===== src/include/xwc_pkg.sv =====
// shared constants and types for the extended write command block
package xwc_pkg;
  // taskfile addresses
  localparam logic [3:0] TF_DATA   = 4'h0;
  localparam logic [3:0] TF_FEAT   = 4'h1;
  localparam logic [3:0] TF_SCNT   = 4'h2;
  localparam logic [3:0] TF_SNUM   = 4'h3;
  localparam logic [3:0] TF_CYLL   = 4'h4;
  localparam logic [3:0] TF_CYLH   = 4'h5;
  localparam logic [3:0] TF_DEVH   = 4'h6;
  localparam logic [3:0] TF_CMD    = 4'h7;
  localparam logic [3:0] TF_DEVCTL = 4'he;
  localparam int         HOB_BIT   = 7;
  // commands and feature bits
  localparam logic [7:0] CMD_WSE   = 8'h34;
  localparam logic [7:0] CMD_WSTR  = 8'h3a;
  localparam int         FT_WC     = 6;
  localparam int         FT_FLUSH  = 5;
  localparam logic [7:0] DEVH_LBA  = 8'h40;
  // status and error bits
  localparam int ST_BSY = 7;
  localparam int ST_RDY = 6;
  localparam int ST_SE  = 5;
  localparam int ST_DSC = 4;
  localparam int ST_DRQ = 3;
  localparam int ST_ERR = 0;
  localparam int ER_CRC = 7;
  localparam int ER_IDN = 4;
  localparam int ER_ABT = 2;
  localparam int ER_TO  = 0;
  localparam logic [7:0] STAT_RST = 8'h50;
  localparam logic [7:0] ERR_RST  = 8'h00;
  // sizes and timing
  localparam logic [7:0]  SEC_LAST_W = 8'hff;
  localparam logic [16:0] CNT_ZERO   = 17'h10000;
  localparam int          CLK_NS     = 20;
  localparam int          CCTL_US    = 100000;
  localparam int          CCTL_CYC   = CCTL_US * 1000 / CLK_NS;
  // host wishbone map
  localparam logic [7:0] WB_CTRL  = 8'h00;
  localparam logic [7:0] WB_LBALO = 8'h04;
  localparam logic [7:0] WB_LBAHI = 8'h08;
  localparam logic [7:0] WB_COUNT = 8'h0c;
  localparam logic [7:0] WB_FEAT  = 8'h10;
  localparam logic [7:0] WB_DATA  = 8'h14;
  localparam logic [7:0] WB_STAT  = 8'h18;
  localparam logic [7:0] WB_FLO   = 8'h1c;
  localparam logic [7:0] WB_FHI   = 8'h20;
  localparam logic [7:0] WB_ISTAT = 8'h24;
  localparam logic [7:0] WB_IMASK = 8'h28;
  localparam int         CTRL_GO  = 8;
  localparam logic [3:0] LAST_ISSUE = 4'hb;
  localparam logic [3:0] LAST_RB    = 4'h9;

  typedef enum logic [3:0] {
    XWC_D_IDLE  = 4'b0001,
    XWC_D_PIO   = 4'b0010,
    XWC_D_DMA   = 4'b0100,
    XWC_D_FLUSH = 4'b1000
  } xwc_dst_t;

  typedef enum logic [3:0] {
    XWC_H_IDLE  = 4'b0001,
    XWC_H_ISSUE = 4'b0010,
    XWC_H_RUN   = 4'b0100,
    XWC_H_RB    = 4'b1000
  } xwc_hst_t;
endpackage : xwc_pkg


===== src/include/xwc_if.sv =====
// taskfile and dma link between host adapter and device
`timescale 1ns/10ps
interface xwc_if;
  logic        tf_wr;
  logic [3:0]  tf_addr;
  logic [15:0] tf_wdata;
  logic [15:0] tf_rdata;
  logic [7:0]  tf_stat;
  logic        dmarq;
  logic        dma_wr;
  logic        intrq;

  modport dev (
    input  tf_wr, tf_addr, tf_wdata, dma_wr,
    output tf_rdata, tf_stat, dmarq, intrq
  );
  modport hst (
    output tf_wr, tf_addr, tf_wdata, dma_wr,
    input  tf_rdata, tf_stat, dmarq, intrq
  );
endinterface : xwc_if


===== src/xwc_dev.sv =====
// device end: taskfile registers, write command sequencing, error reporting
//
// Our own choices: the Wishbone slave port and the register offsets.
`timescale 1ns/10ps
module xwc_dev
  import xwc_pkg::*;
#(
  parameter int unsigned CCTL_CYCLES = CCTL_CYC
) (
  // clock and reset
  input  wire logic        mclk_i,
  input  wire logic        nrst_i,
  // link to host
  xwc_if.dev               lnk,
  // media side
  input  wire logic        media_err_i,
  input  wire logic        flush_done_i,
  output logic             media_we_o,
  output logic [47:0]      media_lba_o,
  output logic [15:0]      media_data_o,
  output logic             flush_req_o,
  output logic [2:0]       stream_identifier_o
);

  typedef struct packed {
    xwc_dst_t       st;
    logic [5:1][7:0] cur;
    logic [5:1][7:0] prv;
    logic           high_byte_select;
    logic [7:0]     err;
    logic [7:0]     stat;
    logic [16:0]    left;
    logic [7:0]     wcnt;
    logic [47:0]    lba;
    logic [31:0]    tmr;
    logic [15:0]    rdata;
    logic           dmarq;
    logic           intrq;
    logic           mwe;
    logic [47:0]    mlba;
    logic [15:0]    mdata;
    logic           flush;
    logic [2:0]     sid;
    logic           wc;
    logic           fl;
    logic           se;
  } xwc_dstate_t;

  xwc_dstate_t q_r;
  xwc_dstate_t q_nxt;

  always_comb begin
    logic        word;
    logic        fin;
    logic        ferr;
    logic        tout;
    logic [16:0] cnt;
    int          a;
    word = 1'b0;
    fin  = 1'b0;
    ferr = 1'b0;
    tout = 1'b0;
    cnt  = 17'h0;
    a    = int'(lnk.tf_addr);
    q_nxt = q_r;
    q_nxt.mwe = 1'b0;

    // register writes from the host
    if (lnk.tf_wr) begin
      if (lnk.tf_addr >= TF_FEAT && lnk.tf_addr <= TF_CYLH &&
          q_r.st == XWC_D_IDLE) begin
        q_nxt.prv[a] = q_r.cur[a];
        q_nxt.cur[a] = lnk.tf_wdata[7:0];
      end
      if (lnk.tf_addr == TF_DEVCTL) begin
        q_nxt.high_byte_select = lnk.tf_wdata[HOB_BIT];
      end
      // commands are ignored while busy
      if (lnk.tf_addr == TF_CMD && q_r.st == XWC_D_IDLE) begin
        cnt = {1'b0, q_r.prv[2], q_r.cur[2]};
        q_nxt.left  = (cnt == 17'h0) ? CNT_ZERO : cnt;
        q_nxt.lba   = {q_r.prv[5], q_r.prv[4], q_r.prv[3],
                       q_r.cur[5], q_r.cur[4], q_r.cur[3]};
        q_nxt.wcnt  = 8'h0;
        q_nxt.tmr   = 32'h0;
        q_nxt.err   = ERR_RST;
        q_nxt.se    = 1'b0;
        q_nxt.intrq = 1'b0;
        q_nxt.stat  = 8'h0;
        q_nxt.stat[ST_RDY] = 1'b1;
        q_nxt.stat[ST_DSC] = 1'b1;
        if (lnk.tf_wdata[7:0] == CMD_WSE) begin
          q_nxt.st = XWC_D_PIO;
          q_nxt.wc = 1'b0;
          q_nxt.fl = 1'b0;
          q_nxt.stat[ST_BSY] = 1'b1;
          q_nxt.stat[ST_DRQ] = 1'b1;
        end else if (lnk.tf_wdata[7:0] == CMD_WSTR) begin
          q_nxt.st    = XWC_D_DMA;
          q_nxt.wc    = q_r.cur[1][FT_WC];
          q_nxt.fl    = q_r.cur[1][FT_FLUSH];
          q_nxt.sid   = q_r.cur[1][2:0];
          q_nxt.dmarq = 1'b1;
          q_nxt.stat[ST_BSY] = 1'b1;
          q_nxt.stat[ST_DSC] = 1'b0;
        end else begin
          // unknown opcode aborts at once
          q_nxt.err[ER_ABT]  = 1'b1;
          q_nxt.stat[ST_ERR] = 1'b1;
          q_nxt.intrq        = 1'b1;
        end
      end
    end

    // data words, one 16-bit word per strobe
    if (q_r.st == XWC_D_PIO) begin
      word = lnk.tf_wr && lnk.tf_addr == TF_DATA;
    end
    if (q_r.st == XWC_D_DMA) begin
      word = lnk.dma_wr;
    end
    if (word) begin
      q_nxt.mwe   = 1'b1;
      q_nxt.mlba  = q_r.lba;
      q_nxt.mdata = lnk.tf_wdata;
      q_nxt.wcnt  = q_r.wcnt + 8'h1;
      if (media_err_i && !q_r.wc) begin
        // first failure ends the command; address kept for readback
        fin  = 1'b1;
        ferr = 1'b1;
        q_nxt.err[ER_ABT] = 1'b1;
        q_nxt.err[ER_IDN] = 1'b1;
        {q_nxt.prv[5], q_nxt.prv[4], q_nxt.prv[3],
         q_nxt.cur[5], q_nxt.cur[4], q_nxt.cur[3]} = q_r.lba;
      end else begin
        if (media_err_i) begin
          // logged only; transfer runs on to the full count
          q_nxt.err[ER_IDN] = 1'b1;
          q_nxt.se = 1'b1;
        end
        if (q_r.wcnt == SEC_LAST_W) begin
          q_nxt.lba  = q_r.lba + 48'h1;
          q_nxt.left = q_r.left - 17'h1;
          fin = (q_r.left == 17'h1);
        end
      end
    end

    // completion time limit on the stream write
    if (q_r.st == XWC_D_DMA || q_r.st == XWC_D_FLUSH) begin
      q_nxt.tmr = q_r.tmr + 32'h1;
      if (q_r.tmr == 32'(CCTL_CYCLES - 1)) begin
        tout = 1'b1;
      end
    end
    if (tout && !fin) begin
      fin = 1'b1;
      if (q_r.wc) begin
        q_nxt.err[ER_TO] = 1'b1;
        q_nxt.se = 1'b1;
      end else begin
        ferr = 1'b1;
        q_nxt.err[ER_ABT] = 1'b1;
      end
    end

    // flush holds completion until the media side confirms
    if (q_r.st == XWC_D_FLUSH && flush_done_i && !tout) begin
      fin = 1'b1;
    end
    if (fin && q_r.st == XWC_D_DMA && q_r.fl && !ferr && !tout) begin
      q_nxt.st    = XWC_D_FLUSH;
      q_nxt.flush = 1'b1;
      q_nxt.dmarq = 1'b0;
      fin = 1'b0;
    end

    // final status: busy drops together with error and stream flags
    if (fin) begin
      q_nxt.st    = XWC_D_IDLE;
      q_nxt.dmarq = 1'b0;
      q_nxt.flush = 1'b0;
      q_nxt.intrq = 1'b1;
      q_nxt.stat[ST_BSY] = 1'b0;
      q_nxt.stat[ST_DRQ] = 1'b0;
      q_nxt.stat[ST_ERR] = ferr;
      if (q_r.st != XWC_D_PIO) begin
        q_nxt.stat[ST_SE] = q_nxt.se;
      end
    end

    // read data follows the address presented one cycle before
    unique case (lnk.tf_addr)
      TF_FEAT:  q_nxt.rdata = {8'h0, q_nxt.err};
      TF_CMD:   q_nxt.rdata = {8'h0, q_nxt.stat};
      TF_SCNT, TF_SNUM, TF_CYLL, TF_CYLH: begin
        q_nxt.rdata = {8'h0, q_r.high_byte_select ? q_nxt.prv[a] : q_nxt.cur[a]};
      end
      default:  q_nxt.rdata = 16'h0;
    endcase
  end

  always_ff @(posedge mclk_i or negedge nrst_i) begin
    if (!nrst_i) begin
      q_r      <= '0;
      q_r.st   <= XWC_D_IDLE;
      q_r.stat <= STAT_RST;
      q_r.err  <= ERR_RST;
    end else begin
      q_r <= q_nxt;
    end
  end

  assign lnk.tf_rdata = q_r.rdata;
  assign lnk.tf_stat  = q_r.stat;
  assign lnk.dmarq    = q_r.dmarq;
  assign lnk.intrq    = q_r.intrq;
  assign media_we_o   = q_r.mwe;
  assign media_lba_o  = q_r.mlba;
  assign media_data_o = q_r.mdata;
  assign flush_req_o  = q_r.flush;
  assign stream_identifier_o  = q_r.sid;

endmodule : xwc_dev


===== src/flat_wrapper.sv =====
// flat-port wrapper written by rule: the top's interface ports become plain ports
module xwc_dev_flat import xwc_pkg::*;
#(
  parameter int unsigned CCTL_CYCLES = CCTL_CYC
)
  (mclk_i, nrst_i, media_err_i, flush_done_i, media_we_o, media_lba_o, media_data_o, flush_req_o, stream_identifier_o, lnk_tf_wr, lnk_tf_addr, lnk_tf_wdata, lnk_dma_wr, lnk_tf_rdata, lnk_tf_stat, lnk_dmarq, lnk_intrq);
  xwc_if lnk_i ();
  input  wire logic mclk_i;
  input  wire logic nrst_i;
  input  wire logic media_err_i;
  input  wire logic flush_done_i;
  output logic media_we_o;
  output logic [47:0] media_lba_o;
  output logic [15:0] media_data_o;
  output logic flush_req_o;
  output logic [2:0] stream_identifier_o;
  input wire logic [$bits(lnk_i.tf_wr)-1:0] lnk_tf_wr;
  input wire logic [$bits(lnk_i.tf_addr)-1:0] lnk_tf_addr;
  input wire logic [$bits(lnk_i.tf_wdata)-1:0] lnk_tf_wdata;
  input wire logic [$bits(lnk_i.dma_wr)-1:0] lnk_dma_wr;
  output wire logic [$bits(lnk_i.tf_rdata)-1:0] lnk_tf_rdata;
  output wire logic [$bits(lnk_i.tf_stat)-1:0] lnk_tf_stat;
  output wire logic [$bits(lnk_i.dmarq)-1:0] lnk_dmarq;
  output wire logic [$bits(lnk_i.intrq)-1:0] lnk_intrq;
  assign lnk_i.tf_wr = lnk_tf_wr;
  assign lnk_i.tf_addr = lnk_tf_addr;
  assign lnk_i.tf_wdata = lnk_tf_wdata;
  assign lnk_i.dma_wr = lnk_dma_wr;
  assign lnk_tf_rdata = lnk_i.tf_rdata;
  assign lnk_tf_stat = lnk_i.tf_stat;
  assign lnk_dmarq = lnk_i.dmarq;
  assign lnk_intrq = lnk_i.intrq;
  xwc_dev #(.CCTL_CYCLES(CCTL_CYCLES)) u_core (.mclk_i(mclk_i), .nrst_i(nrst_i), .lnk(lnk_i), .media_err_i(media_err_i), .flush_done_i(flush_done_i), .media_we_o(media_we_o), .media_lba_o(media_lba_o), .media_data_o(media_data_o), .flush_req_o(flush_req_o), .stream_identifier_o(stream_identifier_o));
endmodule

===== config.mk =====
export PLATFORM = sky130hd
export DESIGN_NAME = xwc_dev_flat
export DESIGN_NICKNAME = d
export VERILOG_FILES = /design/src/include/xwc_pkg.sv /design/src/include/xwc_if.sv /design/src/xwc_dev.sv /design/src/flat_wrapper.sv
export SDC_FILE = /design/constraint.sdc
export NUM_CORES = 1
export LEC_CHECK = 0
export ABC_AREA = 1
export BUFFER_PORTS_ARGS = -buffer_cell sky130_fd_sc_hd__buf_2
export CAP_MARGIN = 5
export CORE_MARGIN = 8
export CORE_UTILIZATION = 60
export DETAILED_ROUTE_END_ITERATION = 10
export PLACE_DENSITY = 0.77
export SETUP_SLACK_MARGIN = 0.05
export SLEW_MARGIN = 20
export SYNTH_ARGS = -nofsm -noshare
export SYNTH_HDL_FRONTEND = slang
export SYNTH_SLANG_ARGS = --single-unit

===== constraint.sdc =====
create_clock -name mclk_i -period 3 [get_ports mclk_i]
set_clock_uncertainty 0.1 [all_clocks]
set_input_delay 0.15 -clock mclk_i [delete_from_list [all_inputs] [get_ports mclk_i]]
set_output_delay 0.15 -clock mclk_i [all_outputs]
set_load 0.03 [all_outputs]

**Yosys cells after proc, flatten, opt, wreduce, memory -nomap -nowiden**

Index checks and enable logic that the tools add are counted.

- Flip-flop bits (word level): 288
- Output and inout bits: 95
- Logic and storage cells: 181

- Add/sub/neg operators: 4
- $lt $le $gt $ge: 4
- Eq/ne operators: 18
- Mux-type cells: 84
- Bitwise gates (word level): 1
- Reduce and logical (&&, ||, !) cells: 41

Operators with widths:

| cell | number |
|---|---|
| $mux 206 | 1 |
| $mux 121 | 1 |
| $mux 24 | 4 |
| $mux 48 | 2 |
| $bwmux 40 | 2 |
| $mux 80 | 1 |
| $mux 73 | 1 |
| $bmux 8 s3 | 3 |
| $mux 65 | 1 |
| $mux 17 | 3 |
| $add 48x1->48 const B | 1 |
| $mux 1 | 46 |
| $mux 8 | 5 |
| $add 32x1->32 const B | 1 |
| $eq 32x23->1 const B | 1 |
| $mux 32 | 1 |
| $demux 8 s3 | 1 |
| $pmux 8 s3 | 1 |
| $mux 4 | 5 |
| $eq 17x1->1 const B | 1 |
| $sub 17x1->17 const B | 1 |
| $eq 4x3->1 const B | 4 |
| $eq 8x6->1 const B | 2 |
| $logic_not 16->1 | 1 |
| other kinds (23) | 62 |

**Depth between registers and ports, before layout**

Gate-level depths: netlist (run 1).

- Depth in word-level cells: 16
- Depth in mapped cells: 18
- Gate-level depth less buffers: 16

**Least setup slack after synthesis (run 1)**

Ideal clock, no wire load.

- Kind: reg-to-reg
- Start point: register u_core.q_r[123] (netlist bit)
- End point: register u_core.q_r[168] (netlist bit)
- Setup time: 0.117 ns
- Data arrival time: 1.894 ns
- Data required time: 2.783 ns
- Setup slack: 0.889 ns
- Stages on the path, launching flop included: 12
- Path buffers: 0
- Path through: dfrtp_1 > ha_1 > nand3_1 > nor3_2 > nand4_1 > nor2_2 > nand2_1 > nor2_1 > nand4_1 > xor2_1 > nand2_1 > nand2_1

RTL lines:

| what | RTL line | RTL |
|---|---|---|
| from (decl) | xwc_dev.sv:49 | `xwc_dstate_t q_r;` |
| from (signal assigned) | xwc_dev.sv:210 | `q_r <= q_nxt;` |

==> qor.yml, run 1 <==
numCtsBuffers: 34
syn_avg_cell_area_um2: 7.29
leakage_nw: 9.56
remaining_drc_errors: 0
crit_fanout: 49
pwr-share-clk: 0.501
min_period_ns: 2.69
layout.nets: 2338
critPathKind: "flip-flop to flip-flop"
die_w_um: 182
wl_per_cell_um: 19.8
drtAntennaViolNets: 0
cp-end-kind: "flip-flop"
routabilityCongestion: 1.03
p_seq_frac: 0.434
synth_compound_area_frac: 0.111
ys_types: 47
overflow: 0
die_area_um2: 33100
grt_pass1_wl_mm: 83.3
ir_drop_mv: 0.471
die_h_um: 182
vias: 15591
synth-main-ff-cell: "dfrtp_1"
final_common_cell: "nand2_1"
antenna_cells: 0
drtPass1Iterations: 6
synth_xor_area_frac: 0.0297
clkLatencyLatePin_ns: 0.53
p_int_mw: 6.93
switchingPower_mw: 2.21
cts_root_buf: "clkbuf_16"
crit_arrival_ns: 2.97
drv_cap: 0
finalPower_mw: 9.14
portBuffers: 112
layout.cells.most_common_list: "720 x nand2_1, 285 x dfrtp_1, 230 x inv_1, 155 x nor2_1, 155 x nand3_1"
htree_levels: 2
core_um2: 27000
stdcell_count: 2674
p_per_area_nw_per_um2: 498
fmax_mhz: 371
dp_hpwl_mm: 38.1
finalMaxSlewViolations: 0
finalHoldViolCount: 0
syn_to_final_growth_pct: 11.2
drive_gt1_frac: 0.120
cts_tree: "yes"
synthMuxAreaShare: 0.00364
place_inst: 2594
synth_seq_cells: 288
synth-simple-area-share: 0.292
rsz0062_at_grt: "false"
min_period_over_period: 0.898
power_switching_share: 0.242
finalSetupViolCount: 0
synthAdderAreaFrac: 0.00379
clk_pin_slew_ns: 0.06
synth_top_family_by_area: "simple AND/OR/NAND/NOR gates"
hp-class: "input port to flip-flop"
synth_warnings: 0
grt_pass1_vias: 15197
grt_max_degree: 84
viasPerCell: 5.83
worst_pin_slew_ns: 0.761
antenna_found_initial: 1
seq_area_frac_synth: 0.437
required_ns: 3.27
n_fill_cell: 2253
start_util: 0.612
final_util: 0.681
cts.path.max_buffers: 3
start_kind: "flip-flop"
syn_inst: 2263
postSynth.asyncResetShare: 1.00
grt_use_total: 0.317
num_rows: 60
routed_wl_mm: 52.8
synth_area_um2: 16500
drt_iter0_drc: 1724
pin_count: 121
combPwrFrac: 0.065
setup_tns_ns: 0
slew_headroom: 0.488
synth-edff-count: 0
status: "finished clean"
numClockSinks: 288
[cells in the mapped netlist, drive strengths merged (4+ instances only)]
cell,count,area [um^2]
mux2i,6,60.1
a22o,4,35.0
nand4,32,200
or2,6,37.5
nand3b,6,45.0
nor4,21,138
o21a,6,45.0
a21oi,35,175
dfrtp,285,7130
o21ai,202,1020
clkbuf,58,218
o31ai,6,45.0
buf,123,851
xor2,53,464
nor2,166,661
ha,5,62.6
a31oi,13,81.3
nand2,726,2740
o22ai,5,31.3
o211ai,44,330
inv,250,938
nor3,33,201
nand3,156,786
[per-layer routing]
| layer | up-vias | track usage | wire length, um |
|---|---|---|---|
| li1 | 7265 | - | - |
| met1 | 7344 | 0.410 | 21600 |
| met2 | 802 | 0.505 | 24100 |
| met3 | 178 | 0.0469 | 4350 |
| met4 | 2 | 0.176 | 2850 |
| met5 | - | 0 | 13 |
[per-stage QoR]
step	setup WS, ns	hold WS (ns)	instance area (um^2)
final	0.305	0.0723	18400
after global routing	0.130	0.0994	18400
after CTS	0.257	0.0585	18300
after detailed placement	0.277	0.111	16900
after global placement	0.327	0.106	16900
after floorplan	0.889	-0.246	16500
[power by group through the flow]
stage	registers [mW]	clock network, mW	logic (mW)
after floorplan	4.02	0	0.331
after global placement	4.03	0	0.561
after detailed placement	4.03	0	0.565
after CTS	3.96	4.62	0.585
after global routing	3.97	4.75	0.644
final	3.97	4.58	0.593
[critical path, stage by stage (launching register included)]
cell      delay (ns)
dfrtp_1         0.42
nor2_1          0.20
nand3_1         0.16
o21ai_2         0.20
buf_4           0.27
nand4_1         0.50
buf_12          0.38
o211ai_1        0.13
o21ai_0         0.13
[final timing paths]
check	startpoint	endpoint	slack [ns]	cells past startpoint
worst max-delay path	u_core.q_r[294]	u_core.q_r[136]	0.31	8
worst min-delay path	flush_done_i	u_core.flush_req_o	0.07	6
worst max register to register	u_core.q_r[294]	u_core.q_r[136]	0.31	8
worst min register to register	u_core.media_data_o[9]	u_core.media_data_o[9]	0.37	2
max in group asynchronous	nrst_i	u_core.lnk.tf_stat[6]	1.81	3
min in group asynchronous	nrst_i	u_core.q_r[103]	0.14	2
[state kept, by name, summed over array words and instances (netlist names)]
signal	flops
u_core.media_lba_o	48
u_core.q_r	201
u_core.stream_identifier_o	3
u_core.lnk.intrq	1
u_core.flush_req_o	1
u_core.lnk.dmarq	1
u_core.lnk.tf_rdata	8
u_core.media_data_o	16
u_core.lnk.tf_stat	8
u_core.media_we_o	1
[area by class of cell]
class	instances	area, um^2	area share
Clock buffer	41	971	0.0529
Clock inverter	21	282	0.0153
Inverter	253	951	0.0518
Multi-Input combinational cell	1548	7310	0.398
Sequential cell	288	7210	0.393
Tap cell	341	427	0.0232
Timing Repair Buffer	182	1200	0.0656
[what timing repair did]
action | 4_1_cts | 5_1_grt
endpoints found under the hold margin | 97 | 0
resized for setup | 0 | 3
hold buffers | 18 | 0
setup buffers | 0 | 0
setup endpoints to repair | 0 | 4
[cell families after synthesis]
family,count (synthesis)
AO/OA/AOI/OAI,324
XOR/XNOR,56
adder cells (fa/ha/maj),5
buffers and inverters,434
flip-flops,288
multiplexers,6
other,1
AND/OR/NAND/NOR,1149
Power figures use the tool's default switching activity.
==> run 2: changes to the inputs <==
--- a/config.mk
+++ b/config.mk
@@ -8,6 +8,7 @@
 export ABC_AREA = 1
 export BUFFER_PORTS_ARGS = -buffer_cell sky130_fd_sc_hd__buf_2
 export CAP_MARGIN = 5
+export CORE_ASPECT_RATIO = 0.7
 export CORE_MARGIN = 8
 export CORE_UTILIZATION = 60
 export DETAILED_ROUTE_END_ITERATION = 10
==> run 2 against run 1 <==
Compared with the run above: wire length grew 2.3%; die area is 0.26% higher; sequential share of layout area grew 0.58 points; setup slack worse by 0.072 ns; global-route usage about the same; hold slack worse by 0.044 ns; final area decreased by 1.5%; total power is 8.6% lower; utilization fell by 0.86 points; fmax is 2.6% lower; non-clock buffer count shrank 3.
==> qor.yml, run 2 (synthesis gave the netlist of run 1 again) <==
ir_drop_mv: 0.392  # -17%
finalMaxSlewViolations: 0  # unchanged
cts.path.max_buffers: 3  # unchanged
finalPower_mw: 8.35  # -8.6%
syn_to_final_growth_pct: 9.61
cts_tree: "yes"
hold_ws_ns: 0.0287  # -0.0437 ns
grt_max_degree: 123  # +46%
die_w_um: 214  # +18%
routed_wl_mm: 54.0  # +2.3%
max_stage_delay_ns: 0.44  # -0.06 ns
overflow: 0  # unchanged
top_usage_layer: "met1"
final_common_cell: "nand2_1"
place_inst: 2614  # +0.77%
start_kind: "flip-flop"
required_ns: 3.34  # +0.07 ns
largest_reg_flops: 201  # unchanged
grt.met1_usage: 0.463  # +0.0531
core_um2: 26900  # -0.19%
grt_pass1_vias: 14610  # -3.9%
clkLatencyLatePin_ns: 0.56  # +0.03 ns
num_rows: 50  # -17%
grt_use_met2: 0.442  # -0.0633
reg2reg_depth: 12  # +4
top_register: "u_core.q_r"
remaining_drc_errors: 0  # unchanged
fmax_mhz: 361  # -2.6%
combPwrFrac: 0.071  # +0.006
register_area_um2: 7210  # unchanged
drive_gt1_frac: 0.110  # -0.00972
status: "finished clean"
grt_use_total: 0.317  # about the same
routabilityCongestion: 1.01  # -2.1%
crit_fanout: 25  # -49%
n_fill_cell: 2352  # +4.4%
crit_chain: "nor2_1 -> nand3_1 -> o21ai_2 -> nand2_2 -> inv_2 -> nand2_1 -> nand3_1 -> nand3_1 -> nand3_1 -> nand2_1 -> nand2_1 -> nand2_1"
p_seq_frac: 0.476  # +0.042
htree_levels: 1  # -1
cp-end-kind: "flip-flop"
rrSetupSlack_ns: 0.23  # -0.07 ns
post-route-worst-setup-slack_ns: 0.233  # -0.0720 ns
viasPerCell: 5.88  # +0.90%
crit_start: "u_core.q_r[294]"
leakage_nw: 9.40  # -1.6%
portBuffers: 112  # unchanged
start_util: 0.613  # +0.00114
cts_root_buf: "clkbuf_16"
min_period_over_period: 0.922  # +0.0240
hp-class: "input port to flip-flop"
p_int_mw: 6.30  # -9.0%
layout.nets: 2330  # -0.34%
pin_count: 121  # unchanged
stdcell_count: 2685  # +0.41%
finalHoldViolCount: 0  # unchanged
die_h_um: 155  # -15%
p_per_area_nw_per_um2: 462  # -7.3%
switchingPower_mw: 2.05  # -7.4%
numCtsBuffers: 29  # -15%
die_area_um2: 33200  # +0.26%
rsz0062_at_grt: "false"
grt_pass1_wl_mm: 83.8  # +0.69%
gr-usage-met3: 0.113  # +0.0661
drv_cap: 0  # unchanged
worst_pin_slew_ns: 0.793  # +0.0322 ns
layout.cells.most_common_list: "721 x nand2_1, 285 x dfrtp_1, 230 x inv_1, 157 x nor2_1, 155 x nand3_1"
min_period_ns: 2.77  # +0.0720 ns
multi_input_area_um2: 7310  # about the same
setup_tns_ns: 0  # unchanged
dpl_worst_slack_ns: 0.354  # +0.0763 ns
crit_arrival_ns: 3.11  # +0.14 ns
antenna_found_initial: 5  # +4
regToRegEndpoint: "u_core.lnk.tf_rdata[4]"
drtPass1Iterations: 9  # +3
drtAntennaViolNets: 0  # unchanged
vias: 15796  # +1.3%
numClockSinks: 288  # unchanged
clk_pin_slew_ns: 0.06  # about the same
power_switching_share: 0.245  # +0.00336
drt_iter0_drc: 2088  # +21%
finalSetupViolCount: 0  # unchanged
pwr-share-clk: 0.453  # -0.048
antenna_cells: 0  # unchanged
dp_hpwl_mm: 39.2  # +2.9%
worst_path_max_delay_cell: "dfrtp_1"
critPathCapture: "u_core.lnk.tf_rdata[4]"
r2r_start: "u_core.q_r[294]"
wl_per_cell_um: 20.1  # +1.8%
slew_headroom: 0.466  # -0.0217
critPathKind: "flip-flop to flip-flop"
## run 2: cell types whose count changed in the layout (fill, tap and decap cells not counted), moves of 2 or more
cell,delta
clkbuf_1,+10
clkbuf_16,-8
clkinv_2,-5
buf_4,-4
bufinv_16,-2
clkinv_4,-2
clkinvlp_4,-2
nor2_1,+2
nor2_2,-2
## run 2: stage by stage
stage | util | area (um^2)
floorplan | - | 16500
global placement | 0.629 | 16900
detailed placement | 0.629 | 16900
CTS | 0.672 | 18100
global route | 0.672 | 18100
finish | 0.672 | 18100
## run 2: per-layer routing
| metal | wire length (um) | vias to the layer above |
|---|---|---|
| li1 | - | 7236 |
| met1 | 22700 | 7428 |
| met2 | 22000 | 976 |
| met3 | 7890 | 146 |
| met4 | 1340 | 10 |
| met5 | 56 | - |
## run 2: critical path: cells and delay by family, from the launching register on
family	cells	cell delay [ns]
compound gates	1	0.22
flops	1	0.44
simple gates	10	1.46
buf+inv	1	0.42
## run 2: timing repair
item,CTS,global route
hold endpoints to repair,107,0
buffers inserted,0,0
hold buffers,18,0
gates resized for setup,0,1
setup endpoints to repair,0,1
## run 2: worst min-delay path by stage
stage	start	end	slack [ns]	cells past startpoint
3_3_place_gp	nrst_i	u_core.lnk.tf_stat[7]	0.1	1
6_report	flush_done_i	u_core.q_r[294]	0.03	5
3_5_place_dp	nrst_i	u_core.lnk.tf_stat[7]	0.10	1
5_1_grt	flush_done_i	u_core.q_r[294]	0.06	5
4_1_cts	flush_done_i	u_core.q_r[294]	0.02	5
2_1_floorplan	nrst_i	u_core.flush_req_o	-0.25	0
## run 2: power groups by stage
| stage | clock, mW | combinational, mW | sequential [mW] |
|---|---|---|---|
| finish | 3.78 | 0.589 | 3.98 |
| global placement | 0 | 0.548 | 4.04 |
| CTS | 3.81 | 0.574 | 3.97 |
| detailed placement | 0 | 0.554 | 4.05 |
| global route | 3.96 | 0.639 | 3.98 |
| floorplan | 0 | 0.331 | 4.02 |
## run 2: final cells by class
type | instances | area share
clock buffers | 44 | 0.0454
clock inverters | 9 | 0.00816
inverters | 253 | 0.0526
multi-input cells | 1548 | 0.404
flip-flops and latches | 288 | 0.399
well taps | 364 | 0.0252
repair buffers | 179 | 0.0660
